<file path="config.mk">
export PLATFORM = sky130hd
export DESIGN_NAME = swdt_top
export DESIGN_NICKNAME = d
export VERILOG_FILES = /design/src/swdt_pkg.sv /design/src/swdt_reg_if.sv /design/src/swdt_axil.sv /design/src/swdt_tick.sv /design/src/swdt_top.sv
export SDC_FILE = /design/constraint.sdc
export NUM_CORES = 1
export LEC_CHECK = 0
export BUFFER_PORTS_ARGS = -buffer_cell sky130_fd_sc_hd__buf_2
export CAP_MARGIN = 20
export CORE_UTILIZATION = 52
export DETAILED_ROUTE_END_ITERATION = 16
export GPL_TIMING_DRIVEN = 0
export PLACE_DENSITY = 0.79
export SLEW_MARGIN = 30
export SYNTH_ARGS = -nofsm -noshare
export SYNTH_HDL_FRONTEND = slang
export SYNTH_SLANG_ARGS = --single-unit
</file>
<file path="constraint.sdc">
create_clock -name clk_sys -period 4.2 [get_ports clk_sys]
set_input_delay 0 -clock clk_sys [delete_from_list [all_inputs] [get_ports clk_sys]]
set_output_delay 0 -clock clk_sys [all_outputs]
set_load 0.1 [all_outputs]
</file>
<file path="src/swdt_pkg.sv">
package swdt_pkg;
    // register byte offsets
    localparam logic [15:0] SETUP_OFS      = 16'h1040;
    localparam logic [15:0] SWSTATUS_OFS   = 16'h1044;
    localparam logic [15:0] IRQ_STATUS_OFS = 16'h1050;
    localparam logic [15:0] IRQ_MASK_OFS   = 16'h1054;

    // watchdog_setup fields
    localparam int SETUP_GUARD_BIT   = 0;
    localparam int SETUP_PRELOAD_BIT = 1;
    localparam int SETUP_COUNT_LSB   = 16;
    localparam int SETUP_EXPIRY_LSB  = 24;

    // watchdog_software_status fields
    localparam int STS_KICK_BIT  = 0;
    localparam int STS_FORCE_BIT = 1;
    localparam int STS_CAUSE_LSB = 24;

    // interrupt status / mask layout
    localparam int IRQ_EXPIRY_BIT = 0;
    localparam int IRQ_FORCE_BIT  = 1;
    localparam int IRQ_WIDTH      = 2;

    // reset values not taken from configuration memory
    localparam logic [7:0] CAUSE_RST    = 8'h00;
    localparam logic [1:0] IRQ_MASK_RST = 2'h0;

    // one-second time base
    localparam int CLK_PERIOD_NS = 5;
    localparam int SECOND_NS     = 1000000000;
    localparam int TICK_CYCLES   = SECOND_NS / CLK_PERIOD_NS;

    localparam logic [1:0] RESP_OKAY   = 2'h0;
    localparam logic [1:0] RESP_SLVERR = 2'h2;

    typedef enum logic [0:0] {
        ST_RUN     = 1'b0,
        ST_EXPIRED = 1'b1
    } swdt_state_t;
endpackage

</file>
<file path="src/swdt_reg_if.sv">
interface swdt_reg_if;
    logic        wrEn;
    logic [15:0] wrAddr;
    logic [31:0] wrData;
    logic [3:0]  wrStrb;
    logic        wrHit;
    logic [15:0] rdAddr;
    logic [31:0] rdData;
    logic        rdHit;

    modport bus  (output wrEn, wrAddr, wrData, wrStrb, rdAddr, input wrHit, rdData, rdHit);
    modport core (input wrEn, wrAddr, wrData, wrStrb, rdAddr, output wrHit, rdData, rdHit);
endinterface

</file>
<file path="src/swdt_axil.sv">
module swdt_axil (
    input  wire logic        clk_sys,
    input  wire logic        rst,
    input  wire logic [15:0] s_axi_awaddr,
    input  wire logic        s_axi_awvalid,
    output logic             s_axi_awready,
    input  wire logic [31:0] s_axi_wdata,
    input  wire logic [3:0]  s_axi_wstrb,
    input  wire logic        s_axi_wvalid,
    output logic             s_axi_wready,
    output logic [1:0]       s_axi_bresp,
    output logic             s_axi_bvalid,
    input  wire logic        s_axi_bready,
    input  wire logic [15:0] s_axi_araddr,
    input  wire logic        s_axi_arvalid,
    output logic             s_axi_arready,
    output logic [31:0]      s_axi_rdata,
    output logic [1:0]       s_axi_rresp,
    output logic             s_axi_rvalid,
    input  wire logic        s_axi_rready,
    swdt_reg_if.bus          regs
);
    typedef struct packed {
        logic        awHave;
        logic        wHave;
        logic [15:0] addr;
        logic [31:0] wdata;
        logic [3:0]  wstrb;
        logic        bvalid;
        logic [1:0]  bresp;
        logic        rvalid;
        logic [31:0] rdata;
        logic [1:0]  rresp;
    } swdt_axil_t;

    swdt_axil_t q, d;

    assign s_axi_awready = !q.awHave && !q.bvalid;
    assign s_axi_wready  = !q.wHave && !q.bvalid;
    assign s_axi_arready = !q.rvalid;
    assign s_axi_bvalid  = q.bvalid;
    assign s_axi_bresp   = q.bresp;
    assign s_axi_rvalid  = q.rvalid;
    assign s_axi_rdata   = q.rdata;
    assign s_axi_rresp   = q.rresp;
    // write fires once both halves are held, one cycle before bvalid
    assign regs.wrEn     = q.awHave && q.wHave;
    assign regs.wrAddr   = q.addr;
    assign regs.wrData   = q.wdata;
    assign regs.wrStrb   = q.wstrb;
    assign regs.rdAddr   = s_axi_araddr;

    always_comb begin
        d = q;
        if (s_axi_awvalid && s_axi_awready) begin
            d.awHave = 1'b1;
            d.addr   = s_axi_awaddr;
        end
        if (s_axi_wvalid && s_axi_wready) begin
            d.wHave = 1'b1;
            d.wdata = s_axi_wdata;
            d.wstrb = s_axi_wstrb;
        end
        if (regs.wrEn) begin
            d.awHave = 1'b0;
            d.wHave  = 1'b0;
            d.bvalid = 1'b1;
            d.bresp  = regs.wrHit ? swdt_pkg::RESP_OKAY : swdt_pkg::RESP_SLVERR;
        end
        if (q.bvalid && s_axi_bready) begin
            d.bvalid = 1'b0;
        end
        if (s_axi_arvalid && s_axi_arready) begin
            d.rvalid = 1'b1;
            d.rdata  = regs.rdData;
            d.rresp  = regs.rdHit ? swdt_pkg::RESP_OKAY : swdt_pkg::RESP_SLVERR;
        end else if (q.rvalid && s_axi_rready) begin
            d.rvalid = 1'b0;
        end
        if (rst) begin
            d = '0;
        end
    end

    always_ff @(posedge clk_sys) begin
        q <= d;
    end
endmodule

</file>
<file path="src/swdt_tick.sv">
module swdt_tick #(
    parameter int TICK_CYCLES = swdt_pkg::TICK_CYCLES
) (
    input  wire logic clk_sys,
    input  wire logic rst,
    output logic      tick
);
    typedef struct packed {
        logic [31:0] cnt;
        logic        tick;
    } swdt_tick_t;

    localparam logic [31:0] LAST = 32'(TICK_CYCLES - 1);

    swdt_tick_t q, d;

    assign tick = q.tick;

    // free running: a kick does not realign the second, so the first
    // decrement after a reload comes up to one second early
    always_comb begin
        d      = q;
        d.tick = 1'b0;
        if (q.cnt >= LAST) begin
            d.cnt  = 32'h0000_0000;
            d.tick = 1'b1;
        end else begin
            d.cnt = q.cnt + 32'h0000_0001;
        end
        if (rst) begin
            d = '0;
        end
    end

    always_ff @(posedge clk_sys) begin
        q <= d;
    end
endmodule

</file>
<file path="src/swdt_top.sv">
// Function
// [RULE1] with preload permit set, a countdown write loads directly, else loads timeout
// [RULE2] countdown readable in bits 23:16, reloaded with timeout on every kick; a kick written with the force bit leaves it at zero
// [RULE3] on expiry raise firmware interrupt and assert expiry pin output
// [RULE4] after expiry countdown stays zero until software kicks again
// [RULE5] top byte of setup register sets timeout, one count per second
// [RULE6] software keeps timeout at two or more while the guard is on
// [RULE7] writing one to status bit zero re-arms; bit reads back zero
// [RULE8] writing one to force bit expires at once with countdown zero
// [RULE9] eight-bit fault cause stored for firmware; zero means healthy
// [RULE10] guard enable and timeout reset values come from configuration memory
// [RULE11] software writes countdown field only for debug and test use
// [RULE12] enabled and nonzero, count down once per second; disabled, stop
// [RULE13] expiry interrupt and pin stay asserted until software re-arms
module swdt_top #(
    parameter int TICK_CYCLES = swdt_pkg::TICK_CYCLES
) (
    input  wire logic        clk_sys,
    input  wire logic        rst,
    input  wire logic [15:0] s_axi_awaddr,
    input  wire logic        s_axi_awvalid,
    output logic             s_axi_awready,
    input  wire logic [31:0] s_axi_wdata,
    input  wire logic [3:0]  s_axi_wstrb,
    input  wire logic        s_axi_wvalid,
    output logic             s_axi_wready,
    output logic [1:0]       s_axi_bresp,
    output logic             s_axi_bvalid,
    input  wire logic        s_axi_bready,
    input  wire logic [15:0] s_axi_araddr,
    input  wire logic        s_axi_arvalid,
    output logic             s_axi_arready,
    output logic [31:0]      s_axi_rdata,
    output logic [1:0]       s_axi_rresp,
    output logic             s_axi_rvalid,
    input  wire logic        s_axi_rready,
    input  wire logic        nvmGuardOn,
    input  wire logic [7:0]  nvmExpirySeconds,
    output logic             fwIrq,
    output logic             expiryPinOutput,
    output logic             irq
);
    typedef struct packed {
        swdt_pkg::swdt_state_t state;
        logic                  expiryGuardOn;
        logic                  counterPreloadPermit;
        logic [7:0]            expirySeconds;
        logic [7:0]            countdownValue;
        logic [7:0]            faultCause;
        logic [1:0]            irqStatus;
        logic [1:0]            irqMask;
    } swdt_core_t;

    swdt_core_t q, d;
    swdt_reg_if regs ();
    logic       tick;

    swdt_axil u_axil (
        .clk_sys       (clk_sys),
        .rst           (rst),
        .s_axi_awaddr  (s_axi_awaddr),
        .s_axi_awvalid (s_axi_awvalid),
        .s_axi_awready (s_axi_awready),
        .s_axi_wdata   (s_axi_wdata),
        .s_axi_wstrb   (s_axi_wstrb),
        .s_axi_wvalid  (s_axi_wvalid),
        .s_axi_wready  (s_axi_wready),
        .s_axi_bresp   (s_axi_bresp),
        .s_axi_bvalid  (s_axi_bvalid),
        .s_axi_bready  (s_axi_bready),
        .s_axi_araddr  (s_axi_araddr),
        .s_axi_arvalid (s_axi_arvalid),
        .s_axi_arready (s_axi_arready),
        .s_axi_rdata   (s_axi_rdata),
        .s_axi_rresp   (s_axi_rresp),
        .s_axi_rvalid  (s_axi_rvalid),
        .s_axi_rready  (s_axi_rready),
        .regs          (regs)
    );

    swdt_tick #(
        .TICK_CYCLES (TICK_CYCLES)
    ) u_tick (
        .clk_sys (clk_sys),
        .rst     (rst),
        .tick    (tick)
    );

    function automatic logic isMapped(input logic [15:0] a);
        if (a == swdt_pkg::SETUP_OFS) begin
            return 1'b1;
        end else if (a == swdt_pkg::SWSTATUS_OFS) begin
            return 1'b1;
        end else if (a == swdt_pkg::IRQ_STATUS_OFS) begin
            return 1'b1;
        end else if (a == swdt_pkg::IRQ_MASK_OFS) begin
            return 1'b1;
        end else begin
            return 1'b0;
        end
    endfunction

    logic       setupWr;
    logic       statusWr;
    logic       kickWr;
    logic       forceWr;
    logic       countWr;
    logic       preloadNow;
    logic [1:0] irqSet;

    assign setupWr    = regs.wrEn && (regs.wrAddr == swdt_pkg::SETUP_OFS);
    assign statusWr   = regs.wrEn && (regs.wrAddr == swdt_pkg::SWSTATUS_OFS);
    assign kickWr     = statusWr && regs.wrStrb[0] && regs.wrData[swdt_pkg::STS_KICK_BIT];
    assign forceWr    = statusWr && regs.wrStrb[0] && regs.wrData[swdt_pkg::STS_FORCE_BIT];
    assign countWr    = setupWr && regs.wrStrb[2];
    // permit may come in the same write as the countdown byte
    assign preloadNow = q.counterPreloadPermit
                        || (regs.wrStrb[0] && regs.wrData[swdt_pkg::SETUP_PRELOAD_BIT]);

    assign regs.wrHit = isMapped(regs.wrAddr);
    assign regs.rdHit = isMapped(regs.rdAddr);

    always_comb begin
        regs.rdData = 32'h0000_0000;
        if (regs.rdAddr == swdt_pkg::SETUP_OFS) begin
            regs.rdData[swdt_pkg::SETUP_GUARD_BIT]   = q.expiryGuardOn;
            regs.rdData[swdt_pkg::SETUP_PRELOAD_BIT] = q.counterPreloadPermit;
            regs.rdData[swdt_pkg::SETUP_COUNT_LSB +: 8]  = q.countdownValue; // RULE2
            regs.rdData[swdt_pkg::SETUP_EXPIRY_LSB +: 8] = q.expirySeconds;
        end else if (regs.rdAddr == swdt_pkg::SWSTATUS_OFS) begin
            regs.rdData[swdt_pkg::STS_CAUSE_LSB +: 8] = q.faultCause; // RULE9
        end else if (regs.rdAddr == swdt_pkg::IRQ_STATUS_OFS) begin
            regs.rdData[swdt_pkg::IRQ_WIDTH-1:0] = q.irqStatus;
        end else if (regs.rdAddr == swdt_pkg::IRQ_MASK_OFS) begin
            regs.rdData[swdt_pkg::IRQ_WIDTH-1:0] = q.irqMask;
        end
    end

    always_comb begin
        d      = q;
        irqSet = 2'h0;
        // time base first; a kick or force write below overrides it, a countdown write only its decrement
        if (q.state == swdt_pkg::ST_RUN && q.expiryGuardOn) begin
            if (q.countdownValue == 8'h00) begin
                d.state = swdt_pkg::ST_EXPIRED; // RULE3
                irqSet[swdt_pkg::IRQ_EXPIRY_BIT] = 1'b1;
            end else if (tick) begin
                d.countdownValue = q.countdownValue - 8'h01; // RULE12
            end
        end
        if (setupWr) begin
            if (regs.wrStrb[0]) begin
                d.expiryGuardOn        = regs.wrData[swdt_pkg::SETUP_GUARD_BIT];
                d.counterPreloadPermit = regs.wrData[swdt_pkg::SETUP_PRELOAD_BIT];
            end
            if (regs.wrStrb[3]) begin
                d.expirySeconds = regs.wrData[swdt_pkg::SETUP_EXPIRY_LSB +: 8]; // RULE5
            end
            // an expired counter ignores countdown writes, only a kick frees it
            if (countWr && q.state == swdt_pkg::ST_RUN) begin
                if (preloadNow) begin
                    d.countdownValue = regs.wrData[swdt_pkg::SETUP_COUNT_LSB +: 8]; // RULE1
                end else begin
                    d.countdownValue = d.expirySeconds; // RULE1
                end
            end
            if (countWr) begin
                d.counterPreloadPermit = 1'b0; // RULE1
            end
        end
        if (statusWr && regs.wrStrb[3]) begin
            d.faultCause = regs.wrData[swdt_pkg::STS_CAUSE_LSB +: 8]; // RULE9
        end
        if (kickWr) begin
            d.state          = swdt_pkg::ST_RUN; // RULE7
            d.countdownValue = q.expirySeconds; // RULE2
            irqSet           = 2'h0;
        end
        // a fatal fault outranks a kick in the same write
        if (forceWr) begin
            d.state          = swdt_pkg::ST_EXPIRED; // RULE8
            d.countdownValue = 8'h00; // RULE8
            irqSet[swdt_pkg::IRQ_EXPIRY_BIT] = 1'b1;
            irqSet[swdt_pkg::IRQ_FORCE_BIT]  = 1'b1;
        end
        if (d.state == swdt_pkg::ST_EXPIRED) begin
            d.countdownValue = 8'h00; // RULE4
        end
        if (regs.wrEn && regs.wrAddr == swdt_pkg::IRQ_STATUS_OFS && regs.wrStrb[0]) begin
            d.irqStatus = q.irqStatus & ~regs.wrData[swdt_pkg::IRQ_WIDTH-1:0];
        end
        if (regs.wrEn && regs.wrAddr == swdt_pkg::IRQ_MASK_OFS && regs.wrStrb[0]) begin
            d.irqMask = regs.wrData[swdt_pkg::IRQ_WIDTH-1:0];
        end
        d.irqStatus = d.irqStatus | irqSet;
        if (rst) begin
            d.state                = swdt_pkg::ST_RUN;
            d.expiryGuardOn        = nvmGuardOn; // RULE10
            d.counterPreloadPermit = 1'b0;
            d.expirySeconds        = nvmExpirySeconds; // RULE10
            d.countdownValue       = nvmExpirySeconds; // RULE10
            d.faultCause           = swdt_pkg::CAUSE_RST;
            d.irqStatus            = 2'h0;
            d.irqMask              = swdt_pkg::IRQ_MASK_RST;
        end
    end

    always_ff @(posedge clk_sys) begin
        q <= d;
    end

    assign fwIrq           = (q.state == swdt_pkg::ST_EXPIRED); // RULE3
    assign expiryPinOutput = (q.state == swdt_pkg::ST_EXPIRED); // RULE13
    assign irq             = |(q.irqStatus & q.irqMask);

    property p_kick_reload;
        @(posedge clk_sys) disable iff (rst)
        (kickWr && !forceWr) |=> (q.countdownValue == $past(q.expirySeconds))
                                 && (q.state == swdt_pkg::ST_RUN);
    endproperty
    a_kick_reload: assert property (p_kick_reload) // RULE2
        else $error("kick did not reload countdown");

    property p_force_expire;
        @(posedge clk_sys) disable iff (rst)
        forceWr |=> fwIrq && expiryPinOutput && (q.countdownValue == 8'h00)
                    && q.irqStatus[swdt_pkg::IRQ_FORCE_BIT];
    endproperty
    a_force_expire: assert property (p_force_expire) // RULE8
        else $error("forced expiry not taken at once");

    property p_hold_zero;
        @(posedge clk_sys) disable iff (rst)
        (q.state == swdt_pkg::ST_EXPIRED && !kickWr) |=>
            (q.state == swdt_pkg::ST_EXPIRED) && (q.countdownValue == 8'h00);
    endproperty
    a_hold_zero: assert property (p_hold_zero) // RULE4
        else $error("expired countdown left zero without kick");

    property p_outputs_held;
        @(posedge clk_sys) disable iff (rst)
        (fwIrq && !kickWr) |=> fwIrq && expiryPinOutput;
    endproperty
    a_outputs_held: assert property (p_outputs_held) // RULE13
        else $error("expiry outputs dropped without re-arm");

    property p_expire_at_zero;
        @(posedge clk_sys) disable iff (rst)
        (q.state == swdt_pkg::ST_RUN && q.expiryGuardOn && q.countdownValue == 8'h00
         && !kickWr && !setupWr) |=> fwIrq ##0 expiryPinOutput
                                     ##0 q.irqStatus[swdt_pkg::IRQ_EXPIRY_BIT];
    endproperty
    a_expire_at_zero: assert property (p_expire_at_zero) // RULE3
        else $error("zero countdown did not expire");

    property p_decrement;
        @(posedge clk_sys) disable iff (rst)
        (tick && q.state == swdt_pkg::ST_RUN && q.expiryGuardOn
         && q.countdownValue != 8'h00 && !setupWr && !statusWr)
            |=> q.countdownValue == $past(q.countdownValue) - 8'h01;
    endproperty
    a_decrement: assert property (p_decrement) // RULE12
        else $error("countdown missed a second");

    property p_stopped;
        @(posedge clk_sys) disable iff (rst)
        (!q.expiryGuardOn && !setupWr && !statusWr) |=> $stable(q.countdownValue);
    endproperty
    a_stopped: assert property (p_stopped) // RULE12
        else $error("countdown moved while disabled");

    property p_only_on_tick;
        @(posedge clk_sys) disable iff (rst)
        (!tick && q.state == swdt_pkg::ST_RUN && q.countdownValue != 8'h00
         && !setupWr && !statusWr) |=> $stable(q.countdownValue);
    endproperty
    a_only_on_tick: assert property (p_only_on_tick) // RULE5
        else $error("countdown changed between seconds");

    property p_preload;
        @(posedge clk_sys) disable iff (rst)
        (countWr && preloadNow && q.state == swdt_pkg::ST_RUN && !statusWr) |=>
            (q.countdownValue == $past(regs.wrData[23:16])) && !q.counterPreloadPermit;
    endproperty
    a_preload: assert property (p_preload) // RULE1
        else $error("permitted countdown write not loaded");

    property p_timeout_load;
        @(posedge clk_sys) disable iff (rst)
        (countWr && !preloadNow && q.state == swdt_pkg::ST_RUN) |=>
            q.countdownValue == q.expirySeconds;
    endproperty
    a_timeout_load: assert property (p_timeout_load) // RULE1
        else $error("unpermitted countdown write not loaded from timeout");

    property p_cause;
        @(posedge clk_sys) disable iff (rst)
        (statusWr && regs.wrStrb[3]) |=> q.faultCause == $past(regs.wrData[31:24]);
    endproperty
    a_cause: assert property (p_cause) // RULE9
        else $error("fault cause not stored");

    property p_irq_level;
        @(posedge clk_sys) disable iff (rst)
        $rose(fwIrq) |-> ##[0:2] (irq || q.irqMask[swdt_pkg::IRQ_EXPIRY_BIT] == 1'b0);
    endproperty
    a_irq_level: assert property (p_irq_level) // RULE3
        else $error("unmasked expiry did not raise irq");
endmodule
</file>
==> results of run 1 <==
## cell usage in the layout, fill, tap and decap left out, types with 4 or more instances in the layout
cell type,instances
a22oi_1,16
nand2_1,120
clkbuf_16,19
clkbuf_1,28
inv_1,8
and4_1,5
xor2_1,19
nor4_1,4
o21ai_0,19
nand4_1,9
and2_1,5
dfxtp_1,116
mux2i_1,36
xnor2_1,9
edfxtp_1,9
a21oi_1,47
nor3_1,4
conb_1,20
nor2_1,77
buf_2,94
clkbuf_8,6
dlygate4sd3_1,64
o21ai_1,7
and3_1,9
nand3_1,19
buf_4,37
a31oi_1,4
mux2_2,9
## power by group through the flow
stage	Sequential (mW)	Combinational, mW	Clock [mW]
2_1_floorplan	1.31	0.260	0
3_3_place_gp	1.31	0.340	0
3_5_place_dp	1.31	0.349	0
4_1_cts	1.29	0.399	1.62
5_1_grt	1.30	0.438	1.67
6_report	1.29	0.408	1.61
## final timing paths
path	startpoint	endpoint	slack, ps	cells past startpoint
hold reg to reg	u_axil.regs.wrData[23]$_SDFFE_PP0P_	u_axil.regs.wrData[23]$_SDFFE_PP0P_	450	2
setup reg to reg	q[13]$_DFF_P_	q[18]$_DFF_P_	1830	8
setup / recovery	s_axi_araddr[15]	u_axil.s_axi_rdata[20]$_SDFFE_PP0P_	1790	10
hold / removal	s_axi_araddr[9]	u_axil.s_axi_rdata[1]$_SDFFE_PP0P_	30	5
## flip-flops by register name (all words and copies together) (netlist names)
signal	flops
u_axil.q	2
u_tick.q	32
q	30
u_axil.regs.wrStrb	3
u_axil.s_axi_rvalid	1
u_axil.s_axi_bresp	1
u_axil.regs.wrData	18
u_axil.s_axi_rdata	18
u_axil.regs.wrAddr	16
u_tick.tick	1
u_axil.s_axi_rresp	1
u_axil.s_axi_bvalid	1
expiryPinOutput	1
## routing by layer
| layer | GRT usage | wire length (um) | part of all wire | up-vias |
|---|---|---|---|---|
| met5 | 0 | 0 | 0 | - |
| met2 | 0.472 | 7370 | 0.49 | 233 |
| met4 | 0.123 | 384 | 0.026 | 0 |
| met1 | 0.328 | 6240 | 0.42 | 2560 |
| met3 | 0.0492 | 927 | 0.062 | 40 |
| li1 | - | - | - | 2627 |
## through the flow
step | hold slack (ps) | area [sq um] | setup WS (ps) | instances | total power, mW
floorplan | 100 | 5800 | 1070 | 682 | 1.57
global placement | 192 | 6440 | 1800 | 912 | 1.65
detailed placement | 201 | 6440 | 1850 | 912 | 1.66
CTS | 10.2 | 7750 | 1830 | 1008 | 3.31
global route | 58.4 | 7750 | 1610 | 1008 | 3.40
finish | 27.1 | 7750 | 1790 | 1008 | 3.31
## cell type report
class	count	area [sq um]
Tap cell	136	170
Inverter	8	30.0
Fill cell	712	2750
Buffer	66	387
Clock buffer	25	558
Multi-Input combinational cell	483	2790
Clock inverter	7	116
Sequential cell	125	2590
Timing Repair Buffer	158	1110
## cell families after synthesis
family | after synthesis
and+or+nand+nor | 279
DFF | 125
AOI/OAI and AO/OA | 109
buffers and inverters | 74
muxes | 45
xor gates and xnor gates | 28
adders and majority gates | 2
other | 1
## timing repair
action,CTS,global route
endpoints found under the hold margin,61,0
hold buffers,64,0
setup buffers,0,0
## worst reg2reg max path, delay by kind of cell, from the launching register on
kind / cells / cell delay, ps
compound gates: 1 / 120
fa+ha+maj: 1 / 190
buf+inv: 1 / 80
flops: 1 / 330
mux: 3 / 630
simple gates: 2 / 860
==> flow_metrics.tcl, run 1 <==
set metrics [dict create \
    cp.required_ps 4650 \
    grt_pass1_vias 5181 \
    yosys.area_share.adder 0.00437 \
    cp-end-kind "flop" \
    rsz0062_at_grt "no" \
    ys_top_cells_by_count "120 x nand2_1, 116 x dfxtp_1, 77 x nor2_1" \
    power_density_nw_per_um2 427 \
    drive_above_1_share 0.208 \
    worstHoldPathType "input pin to flop" \
    ctsResizeCount 0 \
    yosysUniqueCellTypes 51 \
    drt-initial-drc-count 399 \
    grt.overflow.total 0 \
    sw_frac_of_total 0.248 \
    worstPathCellList "dlygate4sd3_1 -> buf_2 -> nor2_1 -> dlygate4sd3_1 -> and4_1 -> nor3b_2 -> nor2b_1 -> clkbuf_1 -> a22oi_1 -> nor2_1" \
    yosys_most_used_dff "dfxtp_1" \
    avgSynthCellArea_sq_um 8.64 \
    die_w_um 107 \
    cp-start-kind "input pin" \
    final_core_util 0.738 \
    dp_hpwl_um 9970 \
    dieHeight_um 107 \
    cts.sinks 125 \
    initial_utilization 0.545 \
    port_buffers 94 \
    dr.pass1.iters 5 \
    synth-xor-area-share 0.0428 \
    arrival_ps 2860 \
    postSynthCellCount 663 \
    ys_top_cells_by_area "dfxtp_1 41%, nand2_1 7.9%, mux2i_1 6.3%, nor2_1 5.0%, buf_4 4.8%" \
    antenna_found_initial 0 \
    groute.usage.overall 0.272 \
    core_sq_um 10500 \
    vias 5460 \
    row_count 37 \
    drc 0 \
    critPathMaxStageDelay_ps 550 \
    avgViaCountPerCell 5.42 \
    ys_ff_latch 125 \
    io_pins 128 \
    critPathKind "input pin to flop" \
    clockBufferDepth 2 \
    tns_ps 0 \
    post-route-period-util 0.575 \
    clkSlewWorstSetupHoldPaths_ps 50 \
    yosysMostFrequentCell "nand2_1" \
    numCtsBuffers 17 \
    synthMuxAreaShare 0.0806 \
    synth_area_sq_um 5730 \
    clkLatencyLatePin_ps 520 \
    tritoncts "built" \
    wl_per_cell_um 14.8 \
    ctsRootBufferMaster "clkbuf_8" \
    yosysTopAreaCell "dfxtp_1" \
    grt_pass1_wl_um 24300 \
    crit_path_top_delay_cell "nor3b_2" \
    drv_slew 0 \
    pwr-share-clk 0.486 \
    path_delay_family "buffers and inverters" \
    htreeDepth 4 \
    vdd.ir_drop.worst_uv 363 \
    maxSlewHeadroom 0.469 \
    synth_edf_count 9 \
    cp_max_fo 9 \
    nNetsFinal 945 \
    p_comb_frac 0.123 \
    seqPwrFrac 0.391 \
    n_antenna_cell 0 \
    outcome "completed" \
    clock.fmax_ghz 0.414 \
    wl_um 14900 \
    synth_top_family_by_area "simple AND/OR/NAND/NOR gates" \
    grt_start_max_net_pins 17 \
    path_buf_inv 4 \
    internal_power_mw 2.49 \
    finalClockSkew_ps 10.2 \
    die_area_sq_um 11400 \
    antenna_left 0 \
    cap_violations 0 \
    synth_compound_gate_area_share 0.113 \
    switching_power_mw 0.822 \
    yosysTopAreaCellShare 0.405 \
    min_period_ps 2410 \
    worst_pin_slew_ps 791 \
    synth-simple-area-share 0.233 \
    yosysSeqAreaShare 0.453 \
    power_leakage_nw 3.25 \
    syn_to_final_growth_pct 35.4 \
    hold_violations 0 \
    gp_congestion 0.938 \
    setup_viol 0 \
    yosys_warnings 0 \
    synthArstFlopShare 0 \
]
(Power assumes the default switching activity.)
==> inputs of run 2 (changes only) <==
==> constraint.sdc (replaced) <==
create_clock -name clk_sys -period 2.4 [get_ports clk_sys]
set_input_delay 0 -clock clk_sys [delete_from_list [all_inputs] [get_ports clk_sys]]
set_output_delay 0 -clock clk_sys [all_outputs]
set_load 0.1 [all_outputs]
==> flow_metrics.tcl, run 2 (same netlist as run 1, synthesis figures left out) <==
set metrics [dict create \
    outcome "completed" \
    worstSetupEndpoint "u_tick.q[28]$_SDFF_PP0_" \
    largest_register_ffs 32 \
    vias 5457 \
    wl_per_cell_um 15.7 \
    seqPwrFrac 0.442 \
    cp-start-kind "flop" \
    ctsRootBufferMaster "clkbuf_8" \
    drv_slew 0 \
    pwr-share-clk 0.418 \
    switching_power_mw 1.36 \
    port_buffers 94 \
    grt_start_max_net_pins 17 \
    m1WireLength_um 6530 \
    critPathKind "flop to flop" \
    cp.required_ps 2860 \
    arrival_ps 2730 \
    drive_above_1_share 0.210 \
    grt.overflow.total 0 \
    fillers 718 \
    cap_violations 0 \
    wl_um 15800 \
    n_antenna_cell 0 \
    r2r_start "u_tick.q[12]$_SDFF_PP0_" \
    clkLatencyLatePin_ps 530 \
    grt_pass1_wl_um 25300 \
    r2r_end "u_tick.q[28]$_SDFF_PP0_" \
    finalClockSkew_ps 7.62 \
    p_comb_frac 0.140 \
    syn_to_final_growth_pct 33.6 \
    numCtsBuffers 17 \
    min_period_ps 2270 \
    dieHeight_um 107 \
    placed_cell_area_sq_um 6460 \
    antenna_left 0 \
    power_density_nw_per_um2 670 \
    worstHoldPathType "input pin to flop" \
    internal_power_mw 3.76 \
    clock.fmax_ghz 0.440 \
    regMostFlops "u_tick.q" \
    core_sq_um 10500 \
    top_regs "u_tick.q: 32 flops, q: 30 flops" \
    regArea_sq_um 2600 \
    post-route-period-util 0.947 \
    layout_commonest_cell "nand2_1" \
    p_total_mw 5.12 \
    final_cell_mix "119 x nand2_1, 115 x dfxtp_1, 94 x buf_2" \
    nNetsFinal 951 \
    clkSlewWorstSetupHoldPaths_ps 50 \
    clockBufferDepth 2 \
    die_w_um 107 \
    htreeDepth 4 \
    sw_frac_of_total 0.266 \
    worstSetupStartpoint "u_tick.q[12]$_SDFF_PP0_" \
    final_area_sq_um 7650 \
    drc 0 \
    grt_pass1_vias 5392 \
    multi_input_area_sq_um 2810 \
    gp_congestion 0.922 \
    groute.usage.overall 0.288 \
    route.met3.wl_um 935 \
    power_leakage_nw 3.21 \
    io_pins 128 \
    dp_hpwl_um 10200 \
    avgViaCountPerCell 5.41 \
    tritoncts "built" \
    r2r_cells 7 \
    antenna_found_initial 0 \
    cp-end-kind "flop" \
    drt-initial-drc-count 435 \
    maxSlewHeadroom 0.390 \
    dr_wl_met2_um 7910 \
    dr.pass1.iters 5 \
    die_area_sq_um 11400 \
    initial_utilization 0.545 \
    cts.sinks 125 \
    top_layer_used "met4" \
    rrSetupSlack_ps 130 \
    setup_viol 0 \
    row_count 37 \
    worst_pin_slew_ps 908 \
    cp_max_fo 10 \
    hold_violations 0 \
    vdd.ir_drop.worst_uv 422 \
]
-- run 2: worst min-delay path by stage --
stage,startpoint,endpoint,slack [ps],cells past startpoint
4_1_cts,s_axi_araddr[9],u_axil.s_axi_rresp[1]$_SDFFE_PP0P_,50,4
3_3_place_gp,s_axi_rready,u_axil.s_axi_rvalid$_SDFFE_PP0P_,180,2
2_1_floorplan,s_axi_rready,u_axil.s_axi_rvalid$_SDFFE_PP0P_,90,1
6_report,s_axi_araddr[10],u_axil.s_axi_rresp[1]$_SDFFE_PP0P_,70,4
5_1_grt,s_axi_araddr[10],u_axil.s_axi_rresp[1]$_SDFFE_PP0P_,80,4
3_5_place_dp,s_axi_rready,u_axil.s_axi_rvalid$_SDFFE_PP0P_,190,2
-- run 2: per-layer routing --
layer  track usage  vias up
met5             0        -
met4         0.143        0
met3        0.0723       39
met2         0.488      227
met1         0.337     2563
li1              -     2628
-- run 2: cell type report --
cell class / instances / area share
plain buffers: 66 / 0.0509
clock buffers: 24 / 0.0615
clock inverters: 3 / 0.00196
inverters: 8 / 0.00442
multi-input cells: 483 / 0.368
flip-flops and latches: 125 / 0.339
well taps: 136 / 0.0222
repair buffers: 164 / 0.152
-- run 2: repair_timing --
item | in CTS | in global routing
buffers inserted | 0 | 4
endpoints found under the setup margin | 0 | 29
endpoints found under the hold margin | 62 | 0
resized for setup | 0 | 6
hold buffers | 66 | 0
-- run 2: power by group through the flow --
stage	clock (mW)	sequential [mW]	combinational (mW)
after floorplan	0	2.29	0.459
after global placement	0	2.30	0.598
after detailed placement	0	2.30	0.612
after CTS	2.15	2.26	0.697
after global routing	2.29	2.27	0.770
final	2.14	2.27	0.720
-- run 2: per-stage QoR --
step	setup TNS [ps]	hold slack, ps	std cells	utilization	setup WS [ps]
4_1_cts	0	50.0	1005	0.724	12.6
3_3_place_gp	-314	184	912	0.615	-39.6
2_1_floorplan	0	89.8	682	-	81.9
5_1_grt	-12.9	81.6	1009	0.728	-10.7
3_5_place_dp	0	193	912	0.615	25.2
6_report	0	69.0	1009	0.728	127
-- run 2: worst max-delay path, cell delays in order, from the launching register on --
cell      delay (ps)
dfxtp_1          360
or4_1            520
a211oi_1         290
o31ai_1          120
a21oi_1          320
nand2_2          210
clkbuf_2         250
nor2_1           130
==> inputs of run 3 (changes only) <==
--- a/config.mk
+++ b/config.mk
@@ -5,7 +5,8 @@
 export SDC_FILE = /design/constraint.sdc
 export NUM_CORES = 1
 export LEC_CHECK = 0
-export BUFFER_PORTS_ARGS = -buffer_cell sky130_fd_sc_hd__buf_2
+export ABC_CLOCK_PERIOD_IN_PS = 2400
+export BUFFER_PORTS_ARGS = -buffer_cell sky130_fd_sc_hd__buf_4
 export CAP_MARGIN = 20
 export CORE_UTILIZATION = 52
 export DETAILED_ROUTE_END_ITERATION = 16
==> flow_metrics.tcl, run 3 (same netlist as run 1, synthesis figures left out) <==
set metrics [dict create \
    worst_pin_slew_ps 867 \
    grt_start_max_net_pins 17 \
    outcome "completed" \
    top_regs "u_tick.q: 32 flops, q: 30 flops" \
    arrival_ps 2720 \
    ctsRootBufferMaster "clkbuf_8" \
    vdd.ir_drop.worst_uv 630 \
    avgViaCountPerCell 5.51 \
    cp-start-kind "flop" \
    maxSlewHeadroom 0.418 \
    clock.fmax_ghz 0.442 \
    initial_utilization 0.545 \
    final_cell_mix "133 x buf_4, 119 x nand2_1, 115 x dfxtp_1" \
    dr.pass1.iters 5 \
    drive_above_1_share 0.220 \
    stdcell_count 1012 \
    htreeDepth 4 \
    drt-initial-drc-count 431 \
    cap_violations 0 \
    dpl.cell_count 912 \
    syn_to_final_growth_pct 40.0 \
    port_buffers 94 \
    die_w_um 107 \
    clkSlewWorstSetupHoldPaths_ps 60 \
    vias 5578 \
    post-route-period-util 0.942 \
    nNetsFinal 949 \
    grt.overflow.total 0 \
    hold_violations 0 \
    antenna_found_initial 0 \
    setup_viol 0 \
    numCtsBuffers 17 \
    critPathKind "flop to flop" \
    cp.required_ps 2850 \
    core_sq_um 10500 \
    antenna_left 0 \
    dieHeight_um 107 \
    drc 0 \
    tns_ps 0 \
    grt_pass1_vias 5651 \
    clkLatencyLatePin_ps 530 \
    wl_um 16500 \
    p_total_mw 5.62 \
    cp_max_fo 10 \
    timing.hold.ws_ps 74.2 \
    wl_per_cell_um 16.3 \
    io_pins 128 \
    largest_register_ffs 32 \
    power_leakage_nw 3.31 \
    tritoncts "built" \
    worstHoldPathType "input pin to flop" \
    clockBufferDepth 2 \
    regMostFlops "u_tick.q" \
    finalClockSkew_ps 9.92 \
    cts.sinks 125 \
    layout_commonest_cell "buf_4" \
    groute.usage.overall 0.304 \
    min_period_ps 2260 \
    grt_pass1_wl_um 26900 \
    die_area_sq_um 11400 \
    dp_hpwl_um 10300 \
    n_antenna_cell 0 \
    drv_slew 0 \
    cp-end-kind "flop" \
    placed_cell_area_sq_um 6700 \
    row_count 37 \
    power_density_nw_per_um2 701 \
    gp_congestion 0.901 \
    final_area_sq_um 8020 \
]
-- run 3: cell types whose count changed in the layout (fill, tap and decap cells not counted), sizes merged --
cell	before	now
buf	136	135
bufinv	0	2
clkbuf	52	49
clkinv	3	4
clkinvlp	1	5
dlygate4sd3	66	65
inv	7	8
-- run 3: final timing paths --
| kind | cells past startpoint | start | endpoint | slack, ps |
|---|---|---|---|---|
| min | 3 | rst | u_tick.q[2]$_SDFF_PP0_ | 70 |
| max | 7 | u_tick.q[14]$_SDFF_PP0_ | u_tick.q[11]$_SDFF_PP0_ | 140 |
| max reg2reg | 7 | u_tick.q[14]$_SDFF_PP0_ | u_tick.q[11]$_SDFF_PP0_ | 140 |
| min reg2reg | 2 | u_axil.s_axi_rdata[1]$_SDFFE_PP0P_ | u_axil.s_axi_rdata[1]$_SDFFE_PP0P_ | 460 |
-- run 3: stage by stage --
stage / utilization / setup slack, ps
2_1_floorplan: - / 81.9
3_3_place_gp: 0.637 / -32.7
3_5_place_dp: 0.637 / 56.1
4_1_cts: 0.757 / 18.6
5_1_grt: 0.763 / -14.4
6_report: 0.763 / 140
-- run 3: cell type report --
cell class                      count  area (sq um)
Multi-Input combinational cell    483          2820
Inverter                            8          33.8
Timing Repair Buffer              162          1390
Tap cell                          136           170
Clock buffer                       21           482
Clock inverter                     11           130
Buffer                             66           390
Sequential cell                   125          2600
Fill cell                         682          2490
-- run 3: what timing repair did --
item,in CTS,in global routing
endpoints found under the hold margin,61,0
setup endpoints to repair,0,34
buffers inserted,0,3
resized for setup,0,10
hold buffers,65,0
-- run 3: per-layer routing --
layer | track usage | part of all wire | wire length (um)
met4 | 0.146 | 0.040 | 658
met1 | 0.348 | 0.39 | 6370
met3 | 0.0736 | 0.078 | 1290
met5 | 0 | 0 | 0
met2 | 0.530 | 0.50 | 8190
-- run 3: report_power, final --
| part | switching (mW) | internal, mW | total (mW) |
|---|---|---|---|
| clock network | 0.954 | 1.63 | 2.59 |
| logic | 0.467 | 0.301 | 0.768 |
| registers | 0.0846 | 2.18 | 2.27 |
| total | 1.51 | 4.12 | 5.62 |
-- run 3: critical path, cell delays in order (launching register included) --
cell and delay, ps:
dfxtp_1 350, or4_1 530, a211oi_1 270, o31ai_1 110, a21oi_1 310, nand2_2 190, clkbuf_1 260, nor2_1 160
